<file path="config.mk">
export PLATFORM = sky130hd
export DESIGN_NAME = ucgf_top
export DESIGN_NICKNAME = d
export VERILOG_FILES = /design/src/logic/ucgf_pkg.sv /design/src/logic/ucgf_top.sv
export SDC_FILE = /design/constraint.sdc
export NUM_CORES = 1
export LEC_CHECK = 0
export BUFFER_PORTS_ARGS = -buffer_cell sky130_fd_sc_hd__buf_4
export CORE_MARGIN = 10
export CORE_UTILIZATION = 45
export DETAILED_ROUTE_END_ITERATION = 12
export PLACE_DENSITY = 0.68
export SLEW_MARGIN = 15
export SYNTH_ARGS = -nofsm -noshare
export SYNTH_HDL_FRONTEND = slang
export SYNTH_SLANG_ARGS = --single-unit
</file>
<file path="constraint.sdc">
create_clock -name MCLK -period 5.19 [get_ports MCLK]
set_input_delay 0.519 -clock MCLK [delete_from_list [all_inputs] [get_ports MCLK]]
set_output_delay 0.519 -clock MCLK [all_outputs]
set_load 0.01 [all_outputs]
</file>
<file path="src/logic/ucgf_pkg.sv">
// Package for the serial transceiver clock generator and framing block.
// Assumes a single 100 MHz system clock and an APB register bus.
package ucgf_pkg;

  // Bus widths.
  localparam int ADDR_W = 8;
  localparam int DATA_W = 32;

  // Register byte offsets.
  localparam logic [7:0] ADDR_DATA    = 8'h00;
  localparam logic [7:0] ADDR_STAT    = 8'h04;
  localparam logic [7:0] ADDR_CTRL    = 8'h08;
  localparam logic [7:0] ADDR_BAUD_LO = 8'h0C;
  localparam logic [7:0] ADDR_BAUD_HI = 8'h10;

  // Field positions in the control register.
  localparam int CTRL_W    = 10;
  localparam int CTL_SYNC  = 0;
  localparam int CTL_POL   = 1;
  localparam int CTL_PAR   = 2;
  localparam int CTL_STOP2 = 4;
  localparam int CTL_SIZE  = 5;
  localparam int CTL_CKDIR = 8;
  localparam int CTL_TX9   = 9;

  // Field positions in the status register.
  localparam int ST_U2X  = 0;
  localparam int ST_FE   = 1;
  localparam int ST_DOR  = 2;
  localparam int ST_PE   = 3;
  localparam int ST_RX9  = 4;
  localparam int ST_RXC  = 5;
  localparam int ST_TXE  = 6;
  localparam int ST_BUSY = 7;

  // Reset values: eight data bits, no parity, one stop bit.
  localparam logic [CTRL_W-1:0] CTRL_RST = 10'h060;
  localparam logic [12:0]       TXSH_RST = 13'h1FFF;

  // Ticks per bit minus one, the nine-bit size code and data bit counts.
  localparam logic [3:0] DIV_NORMAL_M1 = 4'hF;
  localparam logic [3:0] DIV_DOUBLE_M1 = 4'h7;
  localparam logic [2:0] SIZE_NINE     = 3'h7;
  localparam logic [3:0] BITS_NINE     = 4'h9;
  localparam logic [3:0] BITS_EIGHT    = 4'h8;
  localparam logic [3:0] BITS_BASE     = 4'h5;

  // Receiver state.
  typedef enum logic [1:0] {RX_IDLE, RX_START, RX_BITS, RX_STOP} ucgf_rx_e;

  // One receive FIFO entry with its own status.
  typedef struct packed {
    logic [8:0] data;
    logic       fe;
    logic       overrun_flag;
    logic       pe;
  } ucgf_rx_entry_s;

  // Whole state of the block.
  typedef struct packed {
    logic [CTRL_W-1:0]    ctrl;
    logic                 dbl;
    logic [11:0]          baud;
    logic [11:0]          bcnt;
    logic [3:0]           txpre;
    logic                 transfer_clock_pin;
    logic [2:0]           xsync;
    logic [1:0]           rxsync;
    logic [7:0]           txbuf;
    logic                 tx9buf;
    logic                 txfull;
    logic [12:0]          txsh;
    logic [3:0]           txleft;
    ucgf_rx_e             rxst;
    logic [3:0]           rxph;
    logic [3:0]           rxidx;
    logic [8:0]           rxsh;
    logic                 rxpar;
    logic                 held;
    ucgf_rx_entry_s       held_e;
    logic                 ovr;
    ucgf_rx_entry_s [1:0] fifo;
    logic                 wp;
    logic                 rp;
    logic [1:0]           cnt;
    logic [DATA_W-1:0]    prdata;
    logic                 pslverr;
  } ucgf_state_s;

endpackage

</file>
<file path="src/logic/ucgf_top.sv">
// Serial transceiver core: baud generator, clock modes, framing, buffers.
// Assumes an APB master on MCLK and asynchronous serial pins.
`timescale 1ns/10ps
module ucgf_top (
  input  wire logic                         MCLK,
  input  wire logic                         RST_N,
  input  wire logic                         PSEL,
  input  wire logic                         PENABLE,
  input  wire logic                         PWRITE,
  input  wire logic [ucgf_pkg::ADDR_W-1:0]  PADDR,
  input  wire logic [ucgf_pkg::DATA_W-1:0]  PWDATA,
  output wire logic [ucgf_pkg::DATA_W-1:0]  PRDATA,
  output wire logic                         PREADY,
  output wire logic                         PSLVERR,
  output wire logic                         TXD,
  input  wire logic                         RXD,
  input  wire logic                         XCK_I,
  output wire logic                         XCK_O,
  output wire logic                         XCK_OE
);
  import ucgf_pkg::*;

  // Registered state and its next value.
  ucgf_state_s    st_r;
  ucgf_state_s    st_nxt;

  // Bus decode strobes.
  logic           wr_en;
  logic           rd_en;
  logic           wr_lo;
  // Clock mode decode.
  logic           sync;
  logic           master;
  logic           slave;
  logic           dbl_eff;
  logic           pol;
  // Timing events.
  logic           tick;
  logic           rise;
  logic           fall;
  logic           chg_ev;
  logic           samp_ev;
  logic           async_bit;
  logic           tx_bit_ev;
  logic [3:0]     div_m1;
  // Frame format.
  logic [3:0]     nbits;
  logic           par_en;
  logic [16:0]    frame;
  // Receive path.
  logic           rx_bit;
  logic           samp_bit;
  logic           start_det;
  logic           rx_done;
  logic           pop;
  logic           push_en;
  logic [1:0]     cnt_pop;
  ucgf_rx_entry_s rx_e;
  ucgf_rx_entry_s push_e;
  ucgf_rx_entry_s head;

  // Maps the size code to a data bit count.
  function automatic logic [3:0] char_bits(input logic [2:0] code);
    if (code == SIZE_NINE) begin
      return BITS_NINE;
    end else if (code[2] == 1'b0) begin
      return BITS_BASE + {2'b00, code[1:0]};
    end
    return BITS_EIGHT;
  endfunction

  // Builds a frame, LSB first, with length in the top four bits.
  function automatic logic [16:0] build_frame(input logic [8:0] d,
                                              input logic [3:0] n,
                                              input logic [1:0] pm,
                                              input logic       two);
    logic [12:0] f;
    logic        p;
    logic [3:0]  pos;
    f    = TXSH_RST;
    f[0] = 1'b0;
    p    = pm[0];
    for (int i = 0; i < 9; i++) begin
      if (i < int'(n)) begin
        f[i+1] = d[i];
        p      = p ^ d[i];
      end
    end
    pos = n + 4'd1;
    if (pm[1]) begin
      f[pos] = p;
      pos    = pos + 4'd1;
    end
    pos = pos + (two ? 4'd2 : 4'd1);
    return {pos, f};
  endfunction

  // Next-state logic for the whole block.
  always_comb begin
    st_nxt    = st_r;
    wr_en     = PSEL & PENABLE & PWRITE;
    rd_en     = PSEL & PENABLE & ~PWRITE;
    wr_lo     = wr_en & (PADDR == ADDR_BAUD_LO);
    sync      = st_r.ctrl[CTL_SYNC];
    master    = sync & st_r.ctrl[CTL_CKDIR];
    slave     = sync & ~st_r.ctrl[CTL_CKDIR];
    dbl_eff   = st_r.dbl & ~sync;
    pol       = st_r.ctrl[CTL_POL];
    div_m1    = dbl_eff ? DIV_DOUBLE_M1 : DIV_NORMAL_M1;
    nbits     = char_bits(st_r.ctrl[CTL_SIZE+:3]);
    par_en    = st_r.ctrl[CTL_PAR+1];
    frame     = '0;
    async_bit = 1'b0;
    start_det = 1'b0;
    rx_done   = 1'b0;
    push_en   = 1'b0;
    push_e    = '0;
    rx_e      = '0;
    head      = st_r.fifo[st_r.rp];

    // Two-stage synchronisers for the clock and data pins.
    st_nxt.xsync  = {st_r.xsync[1:0], XCK_I};
    st_nxt.rxsync = {st_r.rxsync[0], RXD};
    rx_bit        = st_r.rxsync[1];

    // Control and divisor writes.
    if (wr_en) begin
      case (PADDR)
        ADDR_STAT: begin
          st_nxt.dbl = PWDATA[ST_U2X];
        end
        ADDR_CTRL: begin
          st_nxt.ctrl = PWDATA[CTRL_W-1:0];
        end
        ADDR_BAUD_LO: begin
          st_nxt.baud[7:0] = PWDATA[7:0];
        end
        ADDR_BAUD_HI: begin
          st_nxt.baud[11:8] = PWDATA[3:0];
        end
        default: begin
        end
      endcase
    end

    // Baud down-counter; a low write restarts it from the new value.
    tick = (st_r.bcnt == 12'h000);
    if (tick || wr_lo) begin
      st_nxt.bcnt = st_nxt.baud;
    end else begin
      st_nxt.bcnt = st_r.bcnt - 12'h001;
    end

    // Master clock toggles on each tick; it rests low otherwise.
    if (!master) begin
      st_nxt.transfer_clock_pin = 1'b0;
    end else if (tick) begin
      st_nxt.transfer_clock_pin = ~st_r.transfer_clock_pin;
    end

    // Edges come from the master toggle or the slave edge detector.
    rise = (master & tick & ~st_r.transfer_clock_pin)
         | (slave & st_r.xsync[1] & ~st_r.xsync[2]);
    fall = (master & tick & st_r.transfer_clock_pin)
         | (slave & ~st_r.xsync[1] & st_r.xsync[2]);
    // Data changes on one edge and is sampled on the other.
    chg_ev  = pol ? fall : rise;
    samp_ev = pol ? rise : fall;

    // Asynchronous transmit prescaler over 16 or 8 ticks.
    if (tick && !sync) begin
      if (st_r.txpre >= div_m1) begin
        st_nxt.txpre = 4'h0;
        async_bit    = 1'b1;
      end else begin
        st_nxt.txpre = st_r.txpre + 4'h1;
      end
    end
    tx_bit_ev = sync ? chg_ev : async_bit;

    // Transmit shifter; the buffer reloads it right after the last bit.
    if (tx_bit_ev) begin
      if (st_r.txleft > 4'h1) begin
        st_nxt.txsh   = {1'b1, st_r.txsh[12:1]};
        st_nxt.txleft = st_r.txleft - 4'h1;
      end else if (st_r.txfull) begin
        frame         = build_frame({st_r.tx9buf, st_r.txbuf}, nbits,
                                    st_r.ctrl[CTL_PAR+:2], st_r.ctrl[CTL_STOP2]);
        st_nxt.txsh   = frame[12:0];
        st_nxt.txleft = frame[16:13];
        st_nxt.txfull = 1'b0;
      end else begin
        st_nxt.txsh   = TXSH_RST;
        st_nxt.txleft = 4'h0;
      end
    end

    // A data write fills the buffer after any load in this cycle.
    if (wr_en && (PADDR == ADDR_DATA)) begin
      st_nxt.txbuf  = PWDATA[7:0];
      st_nxt.tx9buf = st_r.ctrl[CTL_TX9];
      st_nxt.txfull = 1'b1;
    end

    // Receiver phase: 16 or 8 ticks async, one edge per bit sync.
    samp_bit = sync ? samp_ev : (tick && (st_r.rxph == div_m1));
    if (tick && !sync && (st_r.rxst != RX_IDLE)) begin
      st_nxt.rxph = (st_r.rxph == div_m1) ? 4'h0 : st_r.rxph + 4'h1;
    end

    // Receiver sequencing.
    case (st_r.rxst)
      RX_IDLE: begin
        if (sync ? (samp_ev && !rx_bit) : (tick && !rx_bit)) begin
          start_det    = 1'b1;
          st_nxt.rxsh  = 9'h000;
          st_nxt.rxidx = 4'h0;
          st_nxt.rxph  = 4'h0;
          st_nxt.rxst  = sync ? RX_BITS : RX_START;
        end
      end
      RX_START: begin
        // Mid-bit check rejects a false start.
        if (tick && (st_r.rxph == (div_m1 >> 1))) begin
          st_nxt.rxph = 4'h0;
          st_nxt.rxst = rx_bit ? RX_IDLE : RX_BITS;
        end
      end
      RX_BITS: begin
        if (samp_bit) begin
          if (st_r.rxidx < nbits) begin
            st_nxt.rxsh[st_r.rxidx] = rx_bit;
          end else begin
            st_nxt.rxpar = rx_bit;
          end
          if (st_r.rxidx == (nbits - 4'h1 + {3'b000, par_en})) begin
            st_nxt.rxst = RX_STOP;
          end else begin
            st_nxt.rxidx = st_r.rxidx + 4'h1;
          end
        end
      end
      RX_STOP: begin
        // Only the first stop bit is looked at.
        if (samp_bit) begin
          rx_done     = 1'b1;
          rx_e.data   = st_r.rxsh;
          rx_e.fe     = ~rx_bit;
          rx_e.pe     = par_en &
                        (st_r.rxpar != (^st_r.rxsh ^ st_r.ctrl[CTL_PAR]));
          st_nxt.rxst = RX_IDLE;
        end
      end
      default: begin
        st_nxt.rxst = RX_IDLE;
      end
    endcase

    // Receive FIFO: pop on a data read, then push held or new frame.
    pop = rd_en && (PADDR == ADDR_DATA) && (st_r.cnt != 2'h0);
    if (pop) begin
      st_nxt.rp = ~st_r.rp;
    end
    cnt_pop = st_r.cnt - {1'b0, pop};
    if (st_r.held && (cnt_pop < 2'h2)) begin
      push_en     = 1'b1;
      push_e      = st_r.held_e;
      st_nxt.held = 1'b0;
    end else if (rx_done) begin
      if (cnt_pop < 2'h2) begin
        push_en = 1'b1;
        push_e  = rx_e;
      end else begin
        st_nxt.held   = 1'b1;
        st_nxt.held_e = rx_e;
      end
    end
    if (push_en) begin
      push_e.overrun_flag              = st_r.ovr;
      st_nxt.fifo[st_r.wp]    = push_e;
      st_nxt.wp               = ~st_r.wp;
      st_nxt.ovr              = 1'b0;
    end
    st_nxt.cnt = cnt_pop + {1'b0, push_en};
    // A new start with a frame still held loses that frame.
    if (start_det && st_r.held && !push_en) begin
      st_nxt.held = 1'b0;
      st_nxt.ovr  = 1'b1;
    end

    // Read data and error are captured in the setup phase.
    if (PSEL && !PENABLE) begin
      st_nxt.prdata  = '0;
      st_nxt.pslverr = 1'b0;
      case (PADDR)
        ADDR_DATA: begin
          st_nxt.prdata[7:0] = (st_r.cnt != 2'h0) ? head.data[7:0] : 8'h00;
        end
        ADDR_STAT: begin
          // Status shows the entry at the FIFO head.
          st_nxt.prdata[ST_U2X]  = st_r.dbl;
          st_nxt.prdata[ST_FE]   = (st_r.cnt != 2'h0) & head.fe;
          st_nxt.prdata[ST_DOR]  = (st_r.cnt != 2'h0) & head.overrun_flag;
          st_nxt.prdata[ST_PE]   = (st_r.cnt != 2'h0) & head.pe;
          st_nxt.prdata[ST_RX9]  = (st_r.cnt != 2'h0) & head.data[8];
          st_nxt.prdata[ST_RXC]  = (st_r.cnt != 2'h0);
          st_nxt.prdata[ST_TXE]  = ~st_r.txfull;
          st_nxt.prdata[ST_BUSY] = (st_r.txleft != 4'h0);
        end
        ADDR_CTRL: begin
          st_nxt.prdata[CTRL_W-1:0] = st_r.ctrl;
        end
        ADDR_BAUD_LO: begin
          st_nxt.prdata[7:0] = st_r.baud[7:0];
        end
        ADDR_BAUD_HI: begin
          st_nxt.prdata[3:0] = st_r.baud[11:8];
        end
        default: begin
          st_nxt.pslverr = 1'b1;
        end
      endcase
    end
  end

  // State register; the line idles high out of reset.
  always_ff @(posedge MCLK or negedge RST_N) begin
    if (!RST_N) begin
      st_r      <= '0;
      st_r.ctrl <= CTRL_RST;
      st_r.txsh <= TXSH_RST;
    end else begin
      st_r <= st_nxt;
    end
  end

  // The slave always answers without wait states.
  assign PREADY  = 1'b1;
  assign PRDATA  = st_r.prdata;
  assign PSLVERR = st_r.pslverr;
  assign TXD     = st_r.txsh[0];
  assign XCK_O   = st_r.transfer_clock_pin;
  assign XCK_OE  = master;
endmodule

</file>
==> results list <==
- CTS tree: yes
* Vias in the first global route: roughly 5.9k
* Slew at the pin closest to its max-slew limit: between 1 and 1.5 ns
- The run finished with clean final reports.
- Summing the areas of all fa, ha and maj instances in the mapped netlist gives 4.11% of the synthesized area.
- Data on the critical path arrives at its endpoint at 4.53 ns.
- Setup violations remaining at the end of the flow were counted as 0.
- Worst path bufs/invs: 1
* Most common cell after layout, fill and taps aside: dfrtp_1
- Along the worst path, the maximum fanout reaches 10.
- The number of pins exceeding their max-slew limit in the final report came to 0.
- Post-synthesis sequential area ratio: a little over two fifths
* CTS root buffer: clkbuf_16
- Hold buffer count at cts: 0
- Non-filler cells, final: roughly 1.1k
* Internal Power: approximately 2000 uW
- Cell mode on critical path: nor3_1
- In this run the mean area of a mapped cell was 10.1 um2.
* Total DRC errors in the routed layout: 0
* Main area contributors after synthesis: dfrtp_1 38%, mux2_2 7.9%, dfstp_2 4.7%, ha_1 3.9%, nor2_1 3.5%
- Vias after detailed routing: around 6.3k
- The analysis attributes to net switching a power of 668 uW.
* Largest family of logic cells by synthesized area: simple AND/OR/NAND/NOR gates
- GP Congestion: 0.888
- Number of antenna violations at the first check in global routing: 0
- Wire length of the first global-routing pass: between 30000 and 40000 um
- Of the total power, the share spent switching nets is 25.1%.
- Later-pin clock latency in the skew report: 0.43 ns
- The routed design could run at a clock period as short as 4.17 ns.
* Gate count of the mapped netlist: ~830
* Combinational share of power: 9.5%
* Diode count: 0
- STA classifies the critical path endpoint as a flop.
- For this configuration, the core starts out at a cell density of between 40% and 50%.
- Counting the buffers created by CTS gives 17.
* Die height: about 160 um
* Required time of the critical path: around 5.6 ns
- ANT nets after route: 0
- After floorplanning, the core was sized to cover 0.0181 mm2.
* Cell Pwr Density: 288 mW/mm2
- Simple-gate share of the synthesized area: 16.3%
- Floorplan die width: 157 um
- The synthesized netlist devotes 13.8% of its cell area to compound gates.
* Clock-pin slew on the worst setup and hold paths: ~0.06 ns
- Clock network fraction of design power: around 44%
- The largest total area in the synthesized netlist belongs to dfrtp_1.
* Synth-to-Final Area Change: 9.98%
- Drt pass-1 iters: 5
- Total routing resource utilization after global routing: between 10% and 20%
- Total of cells resized after clock tree synthesis: 0
- Setup_tns: 0 ns
- Pin count of the biggest net entering global routing: 99
- After the first detailed-routing iteration, the DRC count stood at around 520.
- H-tree level count: 4
- Async S/R FF share, synth: between 90% and 100%
* Residual overflow from global routing: 0
- In the final design database the tool counted a little over 900 nets.
- Port-buffer cells: 38
- The most used flip-flop cell after synthesis is dfrtp_1.
- Vias per Instance: slightly below 6
- Yosys printed 0 warnings.
* Bufs on Longest Clock Path: 2
* Wire length per cell: around 18 um
- Proportion of power drawn by flip-flops and latches: 46.4%
- Cell count after placement: ~1.1k
- The kind of cell with the highest combined delay along the critical path is simple AND/OR/NAND/NOR gates.
- After floorplanning, the core was divided into a little under 50 placement rows.
- The slowest stage of the critical path belongs to the cell nor3_1.
- The number of setup buffers added after CTS is 0.
- Post-synth top area share: between 30% and 40%
- Max Clock Skew: roughly 0.010 ns
* Leading cell types in the layout, fill and taps excluded: 129 x dfrtp_1, 79 x nor2_1, 77 x nand2_1, 59 x mux2_2, 42 x o21ai_0
* Number of distinct library cell variants in the gate-level netlist after synthesis: 81
- Post-route fraction of the period consumed by the critical path: around 80%
- After filler insertion, the fill cell instance count of the layout stands at ~1.6k.
- For this design, the sink count on the clock tree is between 100 and 150.
- Number of top-level pins: 84
- Highest ir drop seen on vdd: 0.000236 V
* Portion of netlist area occupied by mux cells: 12.3%
- Detailed placement ended at an HPWL of 14300 um.
* Kind of critical path: in2reg
- Share of final-layout standard cells stronger than drive strength 1: between 10% and 20%
- Setup repair after global routing left no endpoint under its margin.
* Post-synthesis register bit count: ~140
- The mapped netlist covers approximately 0.0084 mm2.
- The tool flagged a number of max-cap violations equal to 0.
* Number of hold-slack violations in the final timing report: 0
- Die ar.: about 0.025 mm2
- After Yosys synthesis, XOR and XNOR cells account for between 4 and 5% of the synthesized area.
- Traced cell by cell, the critical path runs through buf_4 -> or4_1 -> nor4_1 -> nand2_1 -> nor3_1 -> ha_1 -> xor2_1 -> nor3_1 -> nand3_1 -> o21ai_0 -> mux2_1.
- For this run, the top clock speed supported by timing is between 200 and 250 MHz.
* Number of flops mapped to enable cells by yosys: 0
- Slowest cell delay on critical path: between 0.9 and 1 ns
- Max_slew headroom: between 20% and 30%
- The worst setup path is launched from a primary input.
- For this block, the routed nets add up to just under 20000 um of wire.
- The min-delay analysis places its worst path in the category in2async.
* Leakage power: 0.00422 uW
## path summary, 6_finish.rpt
kind | cells after the start | end | slack [ns] | from
worst max-delay path | 11 | st_r[39] | 1.02 | PADDR[0]
worst min-delay path | 1 | st_r[90] | 0.17 | RST_N
worst max register to register | 10 | st_r[39] | 1.33 | st_r[34]
worst min register to register | 0 | rx_bit | 0.35 | st_nxt[123]
max in group asynchronous | 2 | st_r[95] | 3.87 | RST_N
min in group MCLK | 1 | st_nxt[125] | 0.20 | XCK_I
## synth_stat cells, types with 3 or more instances
cell and instances:
a31oi_1 20, or2_2 4, xnor2_1 22, o31ai_1 13, a32oi_1 3, nand2b_1 7, buf_2 6, o21ai_0 42
a221oi_1 4, a32o_1 9, xor2_1 15, o22ai_1 3, inv_1 21, nor2_1 79, nand4_1 4, mux2_2 59
nand3_1 18, nor3b_1 4, nor4_1 10, nor2b_1 11, nand2_1 77, nand3b_1 8, nor3_1 21, clkbuf_1 25
a21oi_1 33, a21o_1 4, mux2_1 19, o21a_1 4, and2_1 4, mux2i_1 12, dfstp_2 15, ha_1 26
o211ai_1 3, or4_1 3, dfrtp_1 129, buf_4 34
## state kept, by name (all words and copies together), names as in the netlist
name     count
st_r       125
PRDATA      10
st_nxt       3
PSLVERR      1
TXD          1
XCK_O        1
par_en       1
pol          1
rx_bit       1
## cell families after synthesis
group / after synthesis
flops: 144
buf+inv: 90
mux: 92
other cells: 2
simple gates: 270
compound gates: 169
fa+ha+maj: 27
xor+xnor: 39
## power by group through the flow
stage	registers (uW)	logic [uW]	clock network (uW)
detailed placement	1250	256	0
global route	1240	290	1240
finish	1240	254	1170
global placement	1250	253	0
CTS	1240	257	1190
floorplan	1240	198	0
## per-stage QoR
stage	util, %	total power (uW)	setup slack (ns)	hold WS (ns)	cell area, um2
2_1_floorplan	-	1430	1.64	0.223	8480
3_3_place_gp	47.8	1510	0.817	0.332	8680
3_5_place_dp	47.8	1510	0.681	0.339	8680
4_1_cts	50.9	2680	1.06	0.182	9240
5_1_grt	50.9	2770	0.639	0.179	9240
6_report	50.9	2660	1.02	0.173	9240
## per-layer routing
layer  track usage [%]  part of all wire [%]  vias up  routed length [um]
met3              3.15                   5.1       21                1000
met2              25.4                    47      167                9240
met5                 0                     0        -                   0
met4              6.25                   1.8        0                 354
li1                  -                     -     2975                   -
met1              22.0                    46     3123                9130
## area by class of cell
cell class	instances	area, um2	area share, %
Multi-Input combinational cell	620	4370	47.3
Sequential cell	144	3620	39.2
Clock buffer	27	503	5.44
Timing Repair Buffer	42	319	3.45
Tap cell	229	287	3.10
Inverter	21	78.8	0.853
Clock inverter	5	56.3	0.609
Note: power is estimated with default switching activity, not from simulation.
